**config.mk**
```make
export PLATFORM = sky130hd
export DESIGN_NAME = irq_mask_and_timer_pending
export DESIGN_NICKNAME = d
export VERILOG_FILES = /design/src/hdl/irq_pkg.sv /design/src/hdl/pending_flag.sv /design/src/hdl/irq_mask_and_timer_pending.sv
export SDC_FILE = /design/constraint.sdc
export NUM_CORES = 1
export LEC_CHECK = 0
export BUFFER_PORTS_ARGS = -buffer_cell sky130_fd_sc_hd__buf_2
export CELL_PAD_IN_SITES_DETAIL_PLACEMENT = 1
export CELL_PAD_IN_SITES_GLOBAL_PLACEMENT = 2
export CORE_ASPECT_RATIO = 0.6
export CORE_MARGIN = 5
export CORE_UTILIZATION = 32
export CTS_BUF_LIST = sky130_fd_sc_hd__clkbuf_8
export DETAILED_ROUTE_END_ITERATION = 7
export GPL_ROUTABILITY_DRIVEN = 1
export PLACE_DENSITY = 0.91
export SETUP_SLACK_MARGIN = 0.02
export SLEW_MARGIN = 10
export SYNTH_ARGS = -nofsm -noshare
export SYNTH_HDL_FRONTEND = slang
export SYNTH_SLANG_ARGS = --single-unit
```
**constraint.sdc**
```tcl
create_clock -name MCLK -period 2.4 [get_ports MCLK]
set_input_delay 0.24 -clock MCLK [delete_from_list [all_inputs] [get_ports MCLK]]
set_output_delay 0.24 -clock MCLK [all_outputs]
set_load 0.005 [all_outputs]
```
**src/hdl/irq_pkg.sv**
```systemverilog
package irq_pkg;
  localparam logic [7:0] MASK_ADDR = 8'hDD;
  localparam logic [7:0] PEND_ADDR = 8'hF4;
  // Mask powers up undefined on silicon; a defined all-masked value is used here
  localparam logic [7:0] MASK_RESET = 8'h00;
  localparam logic [5:0] PEND_RESET = 6'h00;
  localparam logic [7:0] UNMAPPED_DATA = 8'h00;
  localparam logic [1:0] PEND_UNUSED_BITS = 2'h0;
  localparam int PEND_WIDTH = 6;
  // Pending bit positions
  localparam int PND_TA_OVF = 0;
  localparam int PND_TA_MATCH = 1;
  localparam int PND_D0_OVF = 2;
  localparam int PND_D0_MATCH = 3;
  localparam int PND_D1_OVF = 4;
  localparam int PND_D1_MATCH = 5;
  // Interrupt level positions
  localparam int LVL_TIMER_A = 0;
  localparam int LVL_TIMER_B = 1;
  localparam int LVL_TIMER_C = 2;
  localparam int LVL_TIMER_D = 3;
  localparam int LVL_WATCH_SIO = 4;
  localparam int LVL_UART = 5;
  localparam int LVL_EXT_P2 = 6;
  localparam int LVL_EXT_P4 = 7;
endpackage

```
**src/hdl/pending_flag.sv**
```systemverilog
`timescale 1ns/100ps
module pending_flag
  import irq_pkg::*;
#(
  parameter logic RESET_VALUE = 1'b0
) (
  input wire logic clk,
  input wire logic reset_n,
  input wire logic set_evt,
  input wire logic clear_req,
  output logic flag
);
  logic flag_reg;
  logic flag_next;

  // Set beats clear so an event landing in the clear cycle is kept
  always_comb begin
    flag_next = flag_reg;
    if (set_evt) begin
      flag_next = 1'b1;
    end else if (clear_req) begin
      flag_next = 1'b0;
    end
  end

  always_ff @(posedge clk or negedge reset_n) begin
    if (!reset_n) begin
      flag_reg <= RESET_VALUE;
    end else begin
      flag_reg <= flag_next;
    end
  end

  assign flag = flag_reg;
endmodule // pending_flag

```
**src/hdl/irq_mask_and_timer_pending.sv**
```systemverilog
// Summary of operation
// Mask bit n enables level n; zero blocks that level's requests.
// Level 5 enable gates both UART channels' transmit and receive requests.
// Level 4 enable gates watch timer and sync serial port requests.
// Level 3 enable gates both dual timer channels' match/capture and overflow.
// Level 2 enable gates match and overflow of the second timer pair.
// Level 1 enable gates the timer B match request.
// Level 0 enable gates timer A match/capture and overflow requests.
// Each pending bit reads one while pending, zero otherwise.
// Writing zero to a pending bit clears that flag.
// Pending bit 1 flags timer A match or capture.
// Pending bit 2 flags dual timer channel zero overflow.
// Pending bit 0 flags timer A overflow; zero write clears it.
// Bits 5,4,3 flag channel one match, channel one overflow, channel zero match.
// Events set pending flags; writing one leaves a flag unchanged.
`timescale 1ns/100ps
module irq_mask_and_timer_pending
  import irq_pkg::*;
(
  input wire logic MCLK,
  input wire logic RESETN,
  input wire logic [7:0] REG_ADDR,
  input wire logic REG_WR,
  input wire logic [7:0] REG_WDATA,
  input wire logic REG_RD,
  output logic [7:0] REG_RDATA,
  input wire logic TIMER_A_OVF_EVT,
  input wire logic TIMER_A_MATCH_EVT,
  input wire logic DUAL_TIMER_CHANNEL_ZERO_OVF_EVT,
  input wire logic DUAL_TIMER_CHANNEL_ZERO_MATCH_EVT,
  input wire logic DUAL_TIMER_CHANNEL_ONE_OVF_EVT,
  input wire logic DUAL_TIMER_CHANNEL_ONE_MATCH_EVT,
  input wire logic SECOND_DUAL_TIMER_PAIR_MATCH_REQ,
  input wire logic SECOND_DUAL_TIMER_PAIR_OVF_REQ,
  input wire logic TIMER_B_MATCH_REQ,
  input wire logic WATCH_TIMER_REQ,
  input wire logic SYNC_SERIAL_PORT_REQ,
  input wire logic UART0_TX_REQ,
  input wire logic UART0_RX_REQ,
  input wire logic UART1_TX_REQ,
  input wire logic UART1_RX_REQ,
  input wire logic EXT_P2_REQ,
  input wire logic EXT_P4_REQ,
  output logic [7:0] IRQ_LEVEL
);
  logic [7:0] mask_reg;
  logic [7:0] mask_next;
  logic [7:0] rdata_reg;
  logic [7:0] rdata_next;
  logic [7:0] irq_reg;
  logic [7:0] irq_next;
  logic [7:0] lvl_req;
  logic [PEND_WIDTH-1:0] pend;
  logic [PEND_WIDTH-1:0] pend_set;
  logic [PEND_WIDTH-1:0] pend_clr;
  logic mask_wr;
  logic pend_wr;

  assign mask_wr = REG_WR && (REG_ADDR == MASK_ADDR);
  assign pend_wr = REG_WR && (REG_ADDR == PEND_ADDR);

  // Event to pending bit map
  always_comb begin
    pend_set = '0;
    pend_set[PND_TA_OVF] = TIMER_A_OVF_EVT;
    pend_set[PND_TA_MATCH] = TIMER_A_MATCH_EVT;
    pend_set[PND_D0_OVF] = DUAL_TIMER_CHANNEL_ZERO_OVF_EVT;
    pend_set[PND_D0_MATCH] = DUAL_TIMER_CHANNEL_ZERO_MATCH_EVT;
    pend_set[PND_D1_OVF] = DUAL_TIMER_CHANNEL_ONE_OVF_EVT;
    pend_set[PND_D1_MATCH] = DUAL_TIMER_CHANNEL_ONE_MATCH_EVT;
  end

  // Only zeros clear; ones leave the flag alone
  assign pend_clr = pend_wr ? ~REG_WDATA[PEND_WIDTH-1:0] : '0;

  genvar gi;
  generate
    for (gi = 0; gi < PEND_WIDTH; gi++) begin : g_pend
      pending_flag #(
        .RESET_VALUE(PEND_RESET[gi])
      ) u_flag (
        .clk(MCLK),
        .reset_n(RESETN),
        .set_evt(pend_set[gi]),
        .clear_req(pend_clr[gi]),
        .flag(pend[gi])
      );
    end
  endgenerate

  // Per-level request before masking
  always_comb begin
    lvl_req = '0;
    lvl_req[LVL_TIMER_A] = pend[PND_TA_OVF] | pend[PND_TA_MATCH];
    lvl_req[LVL_TIMER_B] = TIMER_B_MATCH_REQ;
    lvl_req[LVL_TIMER_C] = SECOND_DUAL_TIMER_PAIR_MATCH_REQ
                         | SECOND_DUAL_TIMER_PAIR_OVF_REQ;
    lvl_req[LVL_TIMER_D] = |pend[PND_D1_MATCH:PND_D0_OVF];
    lvl_req[LVL_WATCH_SIO] = WATCH_TIMER_REQ | SYNC_SERIAL_PORT_REQ;
    lvl_req[LVL_UART] = UART0_TX_REQ | UART0_RX_REQ
                      | UART1_TX_REQ | UART1_RX_REQ;
    lvl_req[LVL_EXT_P2] = EXT_P2_REQ;
    lvl_req[LVL_EXT_P4] = EXT_P4_REQ;
  end

  always_comb begin
    mask_next = mask_reg;
    if (mask_wr) begin
      mask_next = REG_WDATA;
    end
    // Registered gate keeps the output glitch free at one cycle of latency
    irq_next = lvl_req & mask_reg;
  end

  // Read data is held between reads
  always_comb begin
    rdata_next = rdata_reg;
    if (REG_RD) begin
      if (REG_ADDR == MASK_ADDR) begin
        rdata_next = mask_reg;
      end else if (REG_ADDR == PEND_ADDR) begin
        rdata_next = {PEND_UNUSED_BITS, pend};
      end else begin
        rdata_next = UNMAPPED_DATA;
      end
    end
  end

  always_ff @(posedge MCLK or negedge RESETN) begin
    if (!RESETN) begin
      mask_reg <= MASK_RESET;
      irq_reg <= '0;
      rdata_reg <= UNMAPPED_DATA;
    end else begin
      mask_reg <= mask_next;
      irq_reg <= irq_next;
      rdata_reg <= rdata_next;
    end
  end

  assign IRQ_LEVEL = irq_reg;
  assign REG_RDATA = rdata_reg;

  mask_write_a: assert property (@(posedge MCLK) disable iff (!RESETN)
    mask_wr |=> mask_reg == $past(REG_WDATA))
    else $error("mask register did not take written value");

  masked_level_a: assert property (@(posedge MCLK) disable iff (!RESETN)
    ##1 (IRQ_LEVEL & ~$past(mask_reg)) == 8'h00)
    else $error("masked level raised a request");

  uart_gate_a: assert property (@(posedge MCLK) disable iff (!RESETN)
    (mask_reg[LVL_UART] && (UART0_TX_REQ || UART0_RX_REQ || UART1_TX_REQ || UART1_RX_REQ))
    |=> IRQ_LEVEL[LVL_UART])
    else $error("uart request not passed on level 5");

  watch_sio_a: assert property (@(posedge MCLK) disable iff (!RESETN)
    (mask_reg[LVL_WATCH_SIO] && (WATCH_TIMER_REQ || SYNC_SERIAL_PORT_REQ))
    |=> IRQ_LEVEL[LVL_WATCH_SIO])
    else $error("watch or serial request not passed on level 4");

  timer_d_level_a: assert property (@(posedge MCLK) disable iff (!RESETN)
    ##1 IRQ_LEVEL[LVL_TIMER_D] == ($past(mask_reg[LVL_TIMER_D]) && |$past(pend[5:2])))
    else $error("level 3 does not follow dual timer pending flags");

  timer_c_gate_a: assert property (@(posedge MCLK) disable iff (!RESETN)
    (mask_reg[LVL_TIMER_C]
      && (SECOND_DUAL_TIMER_PAIR_MATCH_REQ || SECOND_DUAL_TIMER_PAIR_OVF_REQ))
    |=> IRQ_LEVEL[LVL_TIMER_C])
    else $error("second timer pair request not passed on level 2");

  timer_b_gate_a: assert property (@(posedge MCLK) disable iff (!RESETN)
    (mask_reg[LVL_TIMER_B] && TIMER_B_MATCH_REQ) |=> IRQ_LEVEL[LVL_TIMER_B])
    else $error("timer B request not passed on level 1");

  timer_a_event_a: assert property (@(posedge MCLK) disable iff (!RESETN)
    (mask_reg[LVL_TIMER_A] && !mask_wr && TIMER_A_MATCH_EVT) |=> ##1 IRQ_LEVEL[LVL_TIMER_A])
    else $error("timer A event not raised on level 0 two cycles later");

  pend_read_a: assert property (@(posedge MCLK) disable iff (!RESETN)
    (REG_RD && REG_ADDR == PEND_ADDR) |=> REG_RDATA == {2'h0, $past(pend)})
    else $error("pending read does not show flags");

  pend_clear_a: assert property (@(posedge MCLK) disable iff (!RESETN)
    (pend_wr && !REG_WDATA[PND_D0_MATCH] && !DUAL_TIMER_CHANNEL_ZERO_MATCH_EVT)
    |=> !pend[PND_D0_MATCH])
    else $error("zero write did not clear pending flag");

  match_set_a: assert property (@(posedge MCLK) disable iff (!RESETN)
    TIMER_A_MATCH_EVT |=> pend[PND_TA_MATCH] [*1] ##0 pend[1])
    else $error("timer A match not flagged in bit 1");

  d0_ovf_set_a: assert property (@(posedge MCLK) disable iff (!RESETN)
    DUAL_TIMER_CHANNEL_ZERO_OVF_EVT |=> pend[2])
    else $error("channel zero overflow not flagged in bit 2");

  ta_ovf_cycle_a: assert property (@(posedge MCLK) disable iff (!RESETN)
    (TIMER_A_OVF_EVT && pend_wr && !REG_WDATA[0]) |=> pend[0])
    else $error("timer A overflow lost when cleared in same cycle");

  unused_zero_a: assert property (@(posedge MCLK) disable iff (!RESETN)
    (REG_RD && REG_ADDR == PEND_ADDR) |=> REG_RDATA[7:6] == 2'h0)
    else $error("unused pending bits read nonzero");

  one_write_keep_a: assert property (@(posedge MCLK) disable iff (!RESETN)
    (pend_wr && REG_WDATA[5:0] == 6'h3F && pend_set == 6'h00) |=> pend == $past(pend))
    else $error("writing ones changed pending flags");

  event_sets_all_a: assert property (@(posedge MCLK) disable iff (!RESETN)
    (|pend_set) |=> (pend & $past(pend_set)) == $past(pend_set))
    else $error("timer event did not set its pending flag");

  zero_write_clears_a: assert property (@(posedge MCLK) disable iff (!RESETN)
    pend_wr |=> (pend & ~$past(REG_WDATA[PEND_WIDTH-1:0]) & ~$past(pend_set)) == 6'h00)
    else $error("zero write left a pending flag set");

  timer_a_level_a: assert property (@(posedge MCLK) disable iff (!RESETN)
    ##1 IRQ_LEVEL[LVL_TIMER_A] == ($past(mask_reg[LVL_TIMER_A]) && |$past(pend[1:0])))
    else $error("level 0 does not follow timer A pending flags");

  d1_match_set_a: assert property (@(posedge MCLK) disable iff (!RESETN)
    DUAL_TIMER_CHANNEL_ONE_MATCH_EVT |=> pend[PND_D1_MATCH])
    else $error("channel one match not flagged in bit 5");
endmodule // irq_mask_and_timer_pending

```
==> flow_summary.yaml, run 1 <==
critical_path:
  path_class: "in -> reg"
  crit_path_end_kind: "flop"
  crit_fanout: 9
  startpoint_type: "input port"
  required_ns: 2.57
  critPathArrivalTime_ns: 1.61
yosys:
  yosysWarnings: 0
  synth-edff-count: 0
  ys.flop_type: "dfrtp_1"
  synthCells: 93
  synth_top_area_share_pct: 61.3
  syn_avg_cell_area_um2: 13.2
  synth_area_leaders: "dfrtp_1 61%, mux2_2 7.4%, o41ai_1 4.3%, o22ai_1 4.1%, a22oi_1 3.7%"
  yosysMostFrequentCell: "dfrtp_1"
  ys_top_cells_by_count: "30 x dfrtp_1, 8 x inv_1, 8 x mux2_2, 8 x o22ai_1"
  ys_ff_latch: 30
  syn-num-nets: 130
  synthArstFlopShare_pct: 100
  netlist_area_um2: 1220
  ys_types: 20
  synth.largest_area_cell: "dfrtp_1"
  ys_seq_area_share_pct: 61.3
detailed_routing:
  drc_errors: 0
  drt_first_pass_iters: 4
  vias: 963
  ant_nets: 0
  routed_wl_um: 3280
  drt_iter0_markers: 44
  wl_per_cell_um: 16.7
  via_per_inst: 4.89
global_routing:
  antenna_found_initial: 0
  grt_use_total_pct: 13.8
  grt_overflow: 0
  grt_pass1_wl_um: 5500
  grt_pass1_vias: 1078
  grt_max_degree: 31
timing:
  tightestPinTransition_ns: 0.750
  hold_slack_ns: -0.0151
  setup_violations: 0
  clock.fmax_mhz: 692
  rsz0062_at_grt: "no"
  period_share_pct: 60.2
  final_hold_viol_count: 24
  clock_skew_ns: 0.00370
  finalSetupTns_ns: 0
  period_needed_ns: 1.44
  slew-limit-headroom_pct: 49.9
  report.final.slew_viol_count: 0
final_layout:
  drive_gt1_share_pct: 46.7
  fin_util_pct: 43.9
  antenna_cells: 0
  fin_nets: 186
  area_growth_syn_to_layout_pct: 32.0
power:
  power.density_nw_per_um2: 629
  ir_drop_mv: 0.222
  clkPwrFrac_pct: 40.4
  p_int_mw: 0.784
  p_switching_mw: 0.231
  sw_frac_of_total_pct: 22.8
  seq_power_share_pct: 51.6
  p_leak_nw: 0.803
  pwr-share-comb_pct: 7.9
min_path:
  hold_class: "in -> async"
die:
  coreArea_um2: 3680
  die_w_um: 89.8
  die_area_um2: 5200
  initial_core_util_pct: 33.3
  rows: 17
  die_h_um: 57.9
  io_pins: 53
clock_network:
  hold_buffers: 0
  cts.sinks: 30
  post_cts_buffers: 0
  worstSkewPairLatency_ns: 0.28
  cts.repair.resized: 0
  clkTransAtPathRegs_ns: 0.06
  ctsRootBufferMaster: "clkbuf_8"
  htreeDepth: 2
  tritoncts: "built"
  cts_buffer_depth: 2
  cts_buffers: 5
placement:
  dp.final_hpwl_um: 2600
  port-buffer-count: 52
  routabilityCongestion: 0.830
outcome:
  outcome: "finished, violations left"
  violations: "negative hold slack"
flow_run:
  drv_cap: 0
==> critical path, cell delays in order <==
cell and delay, ns:
buf_2 0.11, and3b_1 0.40, nor3b_4 0.47, mux2_2 0.40
==> worst paths after layout <==
check                                                  startpoint                     to  slack (ns)  cells past startpoint
worst max-delay path                                  REG_ADDR[5]            mask_reg[3]        0.96                      4
worst min register to register                        mask_reg[4]           IRQ_LEVEL[4]        0.51                      1
worst min-delay path                                       RESETN           REG_RDATA[1]       -0.02                      1
min in group MCLK               DUAL_TIMER_CHANNEL_ZERO_MATCH_EVT  g_pend[3].u_flag.flag        0.14                      2
worst max register to register              g_pend[3].u_flag.flag           IRQ_LEVEL[3]        1.45                      1
max in group asynchronous                                  RESETN           IRQ_LEVEL[7]        1.98                      1
==> placed cells by master (no fill, tap or decap) <==
| cell | synthesis | final |
|---|---|---|
| and4b_1 | 1 | 1 |
| or3b_2 | 1 | 1 |
| and2_1 | 3 | 3 |
| o41a_1 | 2 | 2 |
| nor3b_4 | 1 | 1 |
| clkinv_2 | 0 | 1 |
| buf_2 | 0 | 52 |
| nand2_1 | 3 | 3 |
| and3b_1 | 1 | 1 |
| nor3b_1 | 1 | 1 |
| nand3_1 | 1 | 1 |
| o22ai_1 | 8 | 8 |
| inv_1 | 8 | 9 |
| nand4b_2 | 1 | 1 |
| o21a_1 | 3 | 3 |
| dfrtp_1 | 30 | 30 |
| clkbuf_8 | 0 | 6 |
| a22oi_1 | 6 | 6 |
| nand2b_1 | 6 | 6 |
| o41ai_1 | 6 | 6 |
| mux2_2 | 8 | 8 |
==> final cells by class <==
| type | instances | area (µm²) |
|---|---|---|
| Timing Repair Buffer | 52 | 260 |
| Fill cell | 415 | 2060 |
| Tap cell | 47 | 58.8 |
| Clock buffer | 6 | 82.6 |
| Sequential cell | 30 | 751 |
| Multi-Input combinational cell | 52 | 424 |
| Inverter | 8 | 30.0 |
| Clock inverter | 2 | 8.76 |
==> through the flow <==
stage / total power, mW / setup WS, ns / instances / cell area [µm²]
2_1_floorplan: 0.561 / 1.02 / 93 / 1220
3_3_place_gp: 0.611 / 0.716 / 189 / 1520
3_5_place_dp: 0.615 / 0.627 / 189 / 1520
4_1_cts: 1.03 / 0.938 / 197 / 1620
5_1_grt: 1.07 / 0.901 / 197 / 1620
6_report: 1.02 / 0.956 / 197 / 1620
==> power groups by stage <==
stage	clock [mW]	combinational (mW)	sequential (mW)
3_5_place_dp	0	0.0815	0.534
5_1_grt	0.451	0.0905	0.526
3_3_place_gp	0	0.0780	0.533
2_1_floorplan	0	0.0280	0.533
4_1_cts	0.426	0.0820	0.524
6_report	0.410	0.0804	0.524
==> kinds of logic (layout without fill, tap and decap cells) <==
logic type / after synthesis / after routing / synth area share, %
and+or+nand+nor: 19 / 19 / 11.6
buffers and inverters: 11 / 68 / 3.99
AOI/OAI and AO/OA: 25 / 25 / 15.7
muxes: 8 / 8 / 7.36
DFF: 30 / 30 / 61.3
==> layer usage <==
| layer | track usage (%) | vias up | share of wire [%] |
|---|---|---|---|
| met3 | 7.39 | 4 | 8.7 |
| met5 | 0 | - | 0 |
| met2 | 20.1 | 38 | 42 |
| met4 | 3.88 | 0 | 0.91 |
| li1 | - | 452 | - |
| met1 | 17.9 | 469 | 48 |
(Power assumes the default switching activity.)
==> inputs of run 2 (changes only) <==
--- a/config.mk
+++ b/config.mk
@@ -5,16 +5,17 @@
 export SDC_FILE = /design/constraint.sdc
 export NUM_CORES = 1
 export LEC_CHECK = 0
+export ABC_AREA = 1
 export BUFFER_PORTS_ARGS = -buffer_cell sky130_fd_sc_hd__buf_2
 export CELL_PAD_IN_SITES_DETAIL_PLACEMENT = 1
 export CELL_PAD_IN_SITES_GLOBAL_PLACEMENT = 2
 export CORE_ASPECT_RATIO = 0.6
 export CORE_MARGIN = 5
-export CORE_UTILIZATION = 32
+export CORE_UTILIZATION = 25
 export CTS_BUF_LIST = sky130_fd_sc_hd__clkbuf_8
 export DETAILED_ROUTE_END_ITERATION = 7
 export GPL_ROUTABILITY_DRIVEN = 1
-export PLACE_DENSITY = 0.91
+export PLACE_DENSITY = 0.83
 export SETUP_SLACK_MARGIN = 0.02
 export SLEW_MARGIN = 10
 export SYNTH_ARGS = -nofsm -noshare
==> constraint.sdc (replaced) <==
create_clock -name MCLK -period 1.3 [get_ports MCLK]
set_input_delay 0.13 -clock MCLK [delete_from_list [all_inputs] [get_ports MCLK]]
set_output_delay 0.13 -clock MCLK [all_outputs]
set_load 0.005 [all_outputs]
==> run 2 against run 1 <==
  * The run now ends clean
  * Combinational power increased by 110%
  * Global-route usage decreased by 2.2 points
  * First-iteration DRC count decreased by 41%
  * Clock skew increased by 0.0012 ns
  * Clock-buffer cell count unchanged
  * Register-to-register slack got worse by 1.0 ns
  * Largest cell class unchanged
==> flow_summary.yaml, run 2 <==
yosys:
  ys_top_cells_by_count: "59 x nand2_1, 30 x dfrtp_1, 23 x inv_1, 12 x nand3_1"
  netlist_area_um2: 1360
  ys_seq_area_share_pct: 55.3
  syn-num-nets: 195
  synthCells: 158
  syn_avg_cell_area_um2: 8.59
  yosysMostFrequentCell: "nand2_1"
  synth_area_leaders: "dfrtp_1 55%, nand2_1 16%, inv_1 6.4%, nand3_1 4.4%, o21ai_2 3.9%"
  ys.flop_type: "dfrtp_1"
  synth_top_area_share_pct: 55.3
  synthArstFlopShare_pct: 100
  ys_types: 15
  yosysWarnings: 0
  synth-edff-count: 0
  synth.largest_area_cell: "dfrtp_1"
  ys_ff_latch: 30
placement:
  routabilityCongestion: 0.782
  dp.final_hpwl_um: 2880
  port-buffer-count: 52
  post-place-ws_ns: 0.233
detailed_routing:
  drt_first_pass_iters: 4
  routed_wl_um: 3700
  drc_errors: 0
  vias: 1207
  wl_per_cell_um: 12.9
  drt_iter0_markers: 26
  ant_nets: 0
  via_per_inst: 4.22
power:
  pwr-share-comb_pct: 8.9
  p_switching_mw: 0.452
  clkPwrFrac_pct: 40.1
  p_leak_nw: 1.05
  sw_frac_of_total_pct: 23.8
  seq_power_share_pct: 51.0
  ir_drop_mv: 0.316
  power.density_nw_per_um2: 1050
  p_int_mw: 1.45
final_layout:
  drive_gt1_share_pct: 34.1
  antenna_cells: 0
  layout_commonest_cell: "nand2_1"
  fin_nets: 256
  area_growth_syn_to_layout_pct: 33.2
  fin_util_pct: 35.1
  final_cell_mix: "59 x nand2_1, 52 x buf_2, 30 x dfrtp_1"
timing:
  final_hold_viol_count: 0
  setup_violations: 0
  worst_slack_ns: 0.366
  slew-limit-headroom_pct: 73.8
  report.final.slew_viol_count: 0
  period_needed_ns: 0.934
  finalSetupTns_ns: 0
  period_share_pct: 71.9
  clock.fmax_mhz: 1070
  clock_skew_ns: 0.00485
  tightestPinTransition_ns: 0.392
  rsz0062_at_grt: "no"
global_routing:
  grt_pass1_wl_um: 6270
  grt_overflow: 0
  grt_max_degree: 31
  grt_use_total_pct: 11.7
  grt_pass1_vias: 1274
  antenna_found_initial: 0
die:
  coreArea_um2: 5150
  die_area_um2: 7050
  die_w_um: 105
  die_h_um: 67.1
  initial_core_util_pct: 26.3
  io_pins: 53
  rows: 20
outcome:
  outcome: "completed"
critical_path:
  critPathArrivalTime_ns: 0.80
  worst-path-buf-inv: 1
  path_class: "reg -> out"
  critical_path.slowest_cell: "dfrtp_1"
  crit_path_end_kind: "primary output"
  required_ns: 1.17
  cpPeakStageDelay_ns: 0.39
  critical_path.cell_chain: "buf_2"
  startpoint_type: "flop"
  cp_top_family: "flip-flops"
  crit_fanout: 2
clock_network:
  hold_buffers: 1
  post_cts_buffers: 0
  cts_buffers: 5
  tritoncts: "built"
  cts.sinks: 30
  htreeDepth: 2
  ctsRootBufferMaster: "clkbuf_8"
  worstSkewPairLatency_ns: 0.28
  cts.repair.resized: 0
  clkTransAtPathRegs_ns: 0.06
  cts_buffer_depth: 2
flow_run:
  drv_cap: 0
min_path:
  hold_class: "in -> reg"
==> run 2: changes by cell type after synthesis, moves of 8 or more <==
cell / change
o22ai_1: -8
nand3_1: +11
mux2_2: -8
inv_1: +15
nand2_1: +56
==> run 2: cell families after synthesis <==
family | Yosys count | share of synthesized area [%]
buffers and inverters | 25 | 7.56
AND/OR/NAND/NOR | 92 | 30.9
AO/OA/AOI/OAI | 11 | 6.27
flip-flops | 30 | 55.3
==> run 2: area by class of cell <==
type / count / area (µm²)
Multi-Input combinational cell: 103 / 504
Sequential cell: 30 / 751
Tap cell: 66 / 82.6
Clock inverter: 2 / 8.76
Fill cell: 646 / 3350
Clock buffer: 6 / 82.6
Timing Repair Buffer: 56 / 293
Inverter: 23 / 86.3
==> run 2: tightest hold or removal path: cells and delay by family <==
family	cells	cell delay, ns
and+or+nand+nor	1	0.05
buffers and inverters	2	0.10
==> run 2: worst paths after layout <==
path	start	endpoint	slack, ns	depth (start not counted)
min in group asynchronous	RESETN	IRQ_LEVEL[4]	0.39	3
worst max-delay path	REG_RDATA[5]	REG_RDATA[5]	0.37	1
worst min-delay path	DUAL_TIMER_CHANNEL_ONE_MATCH_EVT	g_pend[5].u_flag.flag	0.03	3
worst max register to register	g_pend[4].u_flag.flag	IRQ_LEVEL[3]	0.43	2
worst min register to register	REG_RDATA[4]	REG_RDATA[4]	0.49	2
max in group asynchronous	RESETN	g_pend[0].u_flag.flag	0.61	3
==> run 2: power by group through the flow <==
stage	clock network, mW	registers (mW)	logic (mW)
after floorplan	0	0.984	0.0626
after global placement	0	0.985	0.168
after detailed placement	0	0.986	0.172
after CTS	0.795	0.968	0.175
after global routing	0.847	0.971	0.196
final	0.761	0.968	0.169
==> run 2: per-stage QoR <==
step                      hold WS [ns]  total power, mW  instances  area, µm²
after floorplan                 -0.166             1.05        158       1360
after global placement           0.169             1.15        277       1710
after detailed placement         0.170             1.16        277       1710
after CTS                       0.0264             1.94        286       1810
after global routing            0.0384             2.01        286       1810
final                           0.0344             1.90        286       1810
==> run 2: routing by layer <==
metal	GRT usage [%]	share of wire (%)	vias to the layer above
li1	-	-	612
met1	16.5	51	551
met2	16.0	41	39
met3	5.13	7.1	5
met4	2.87	0.81	0
met5	0	0	-
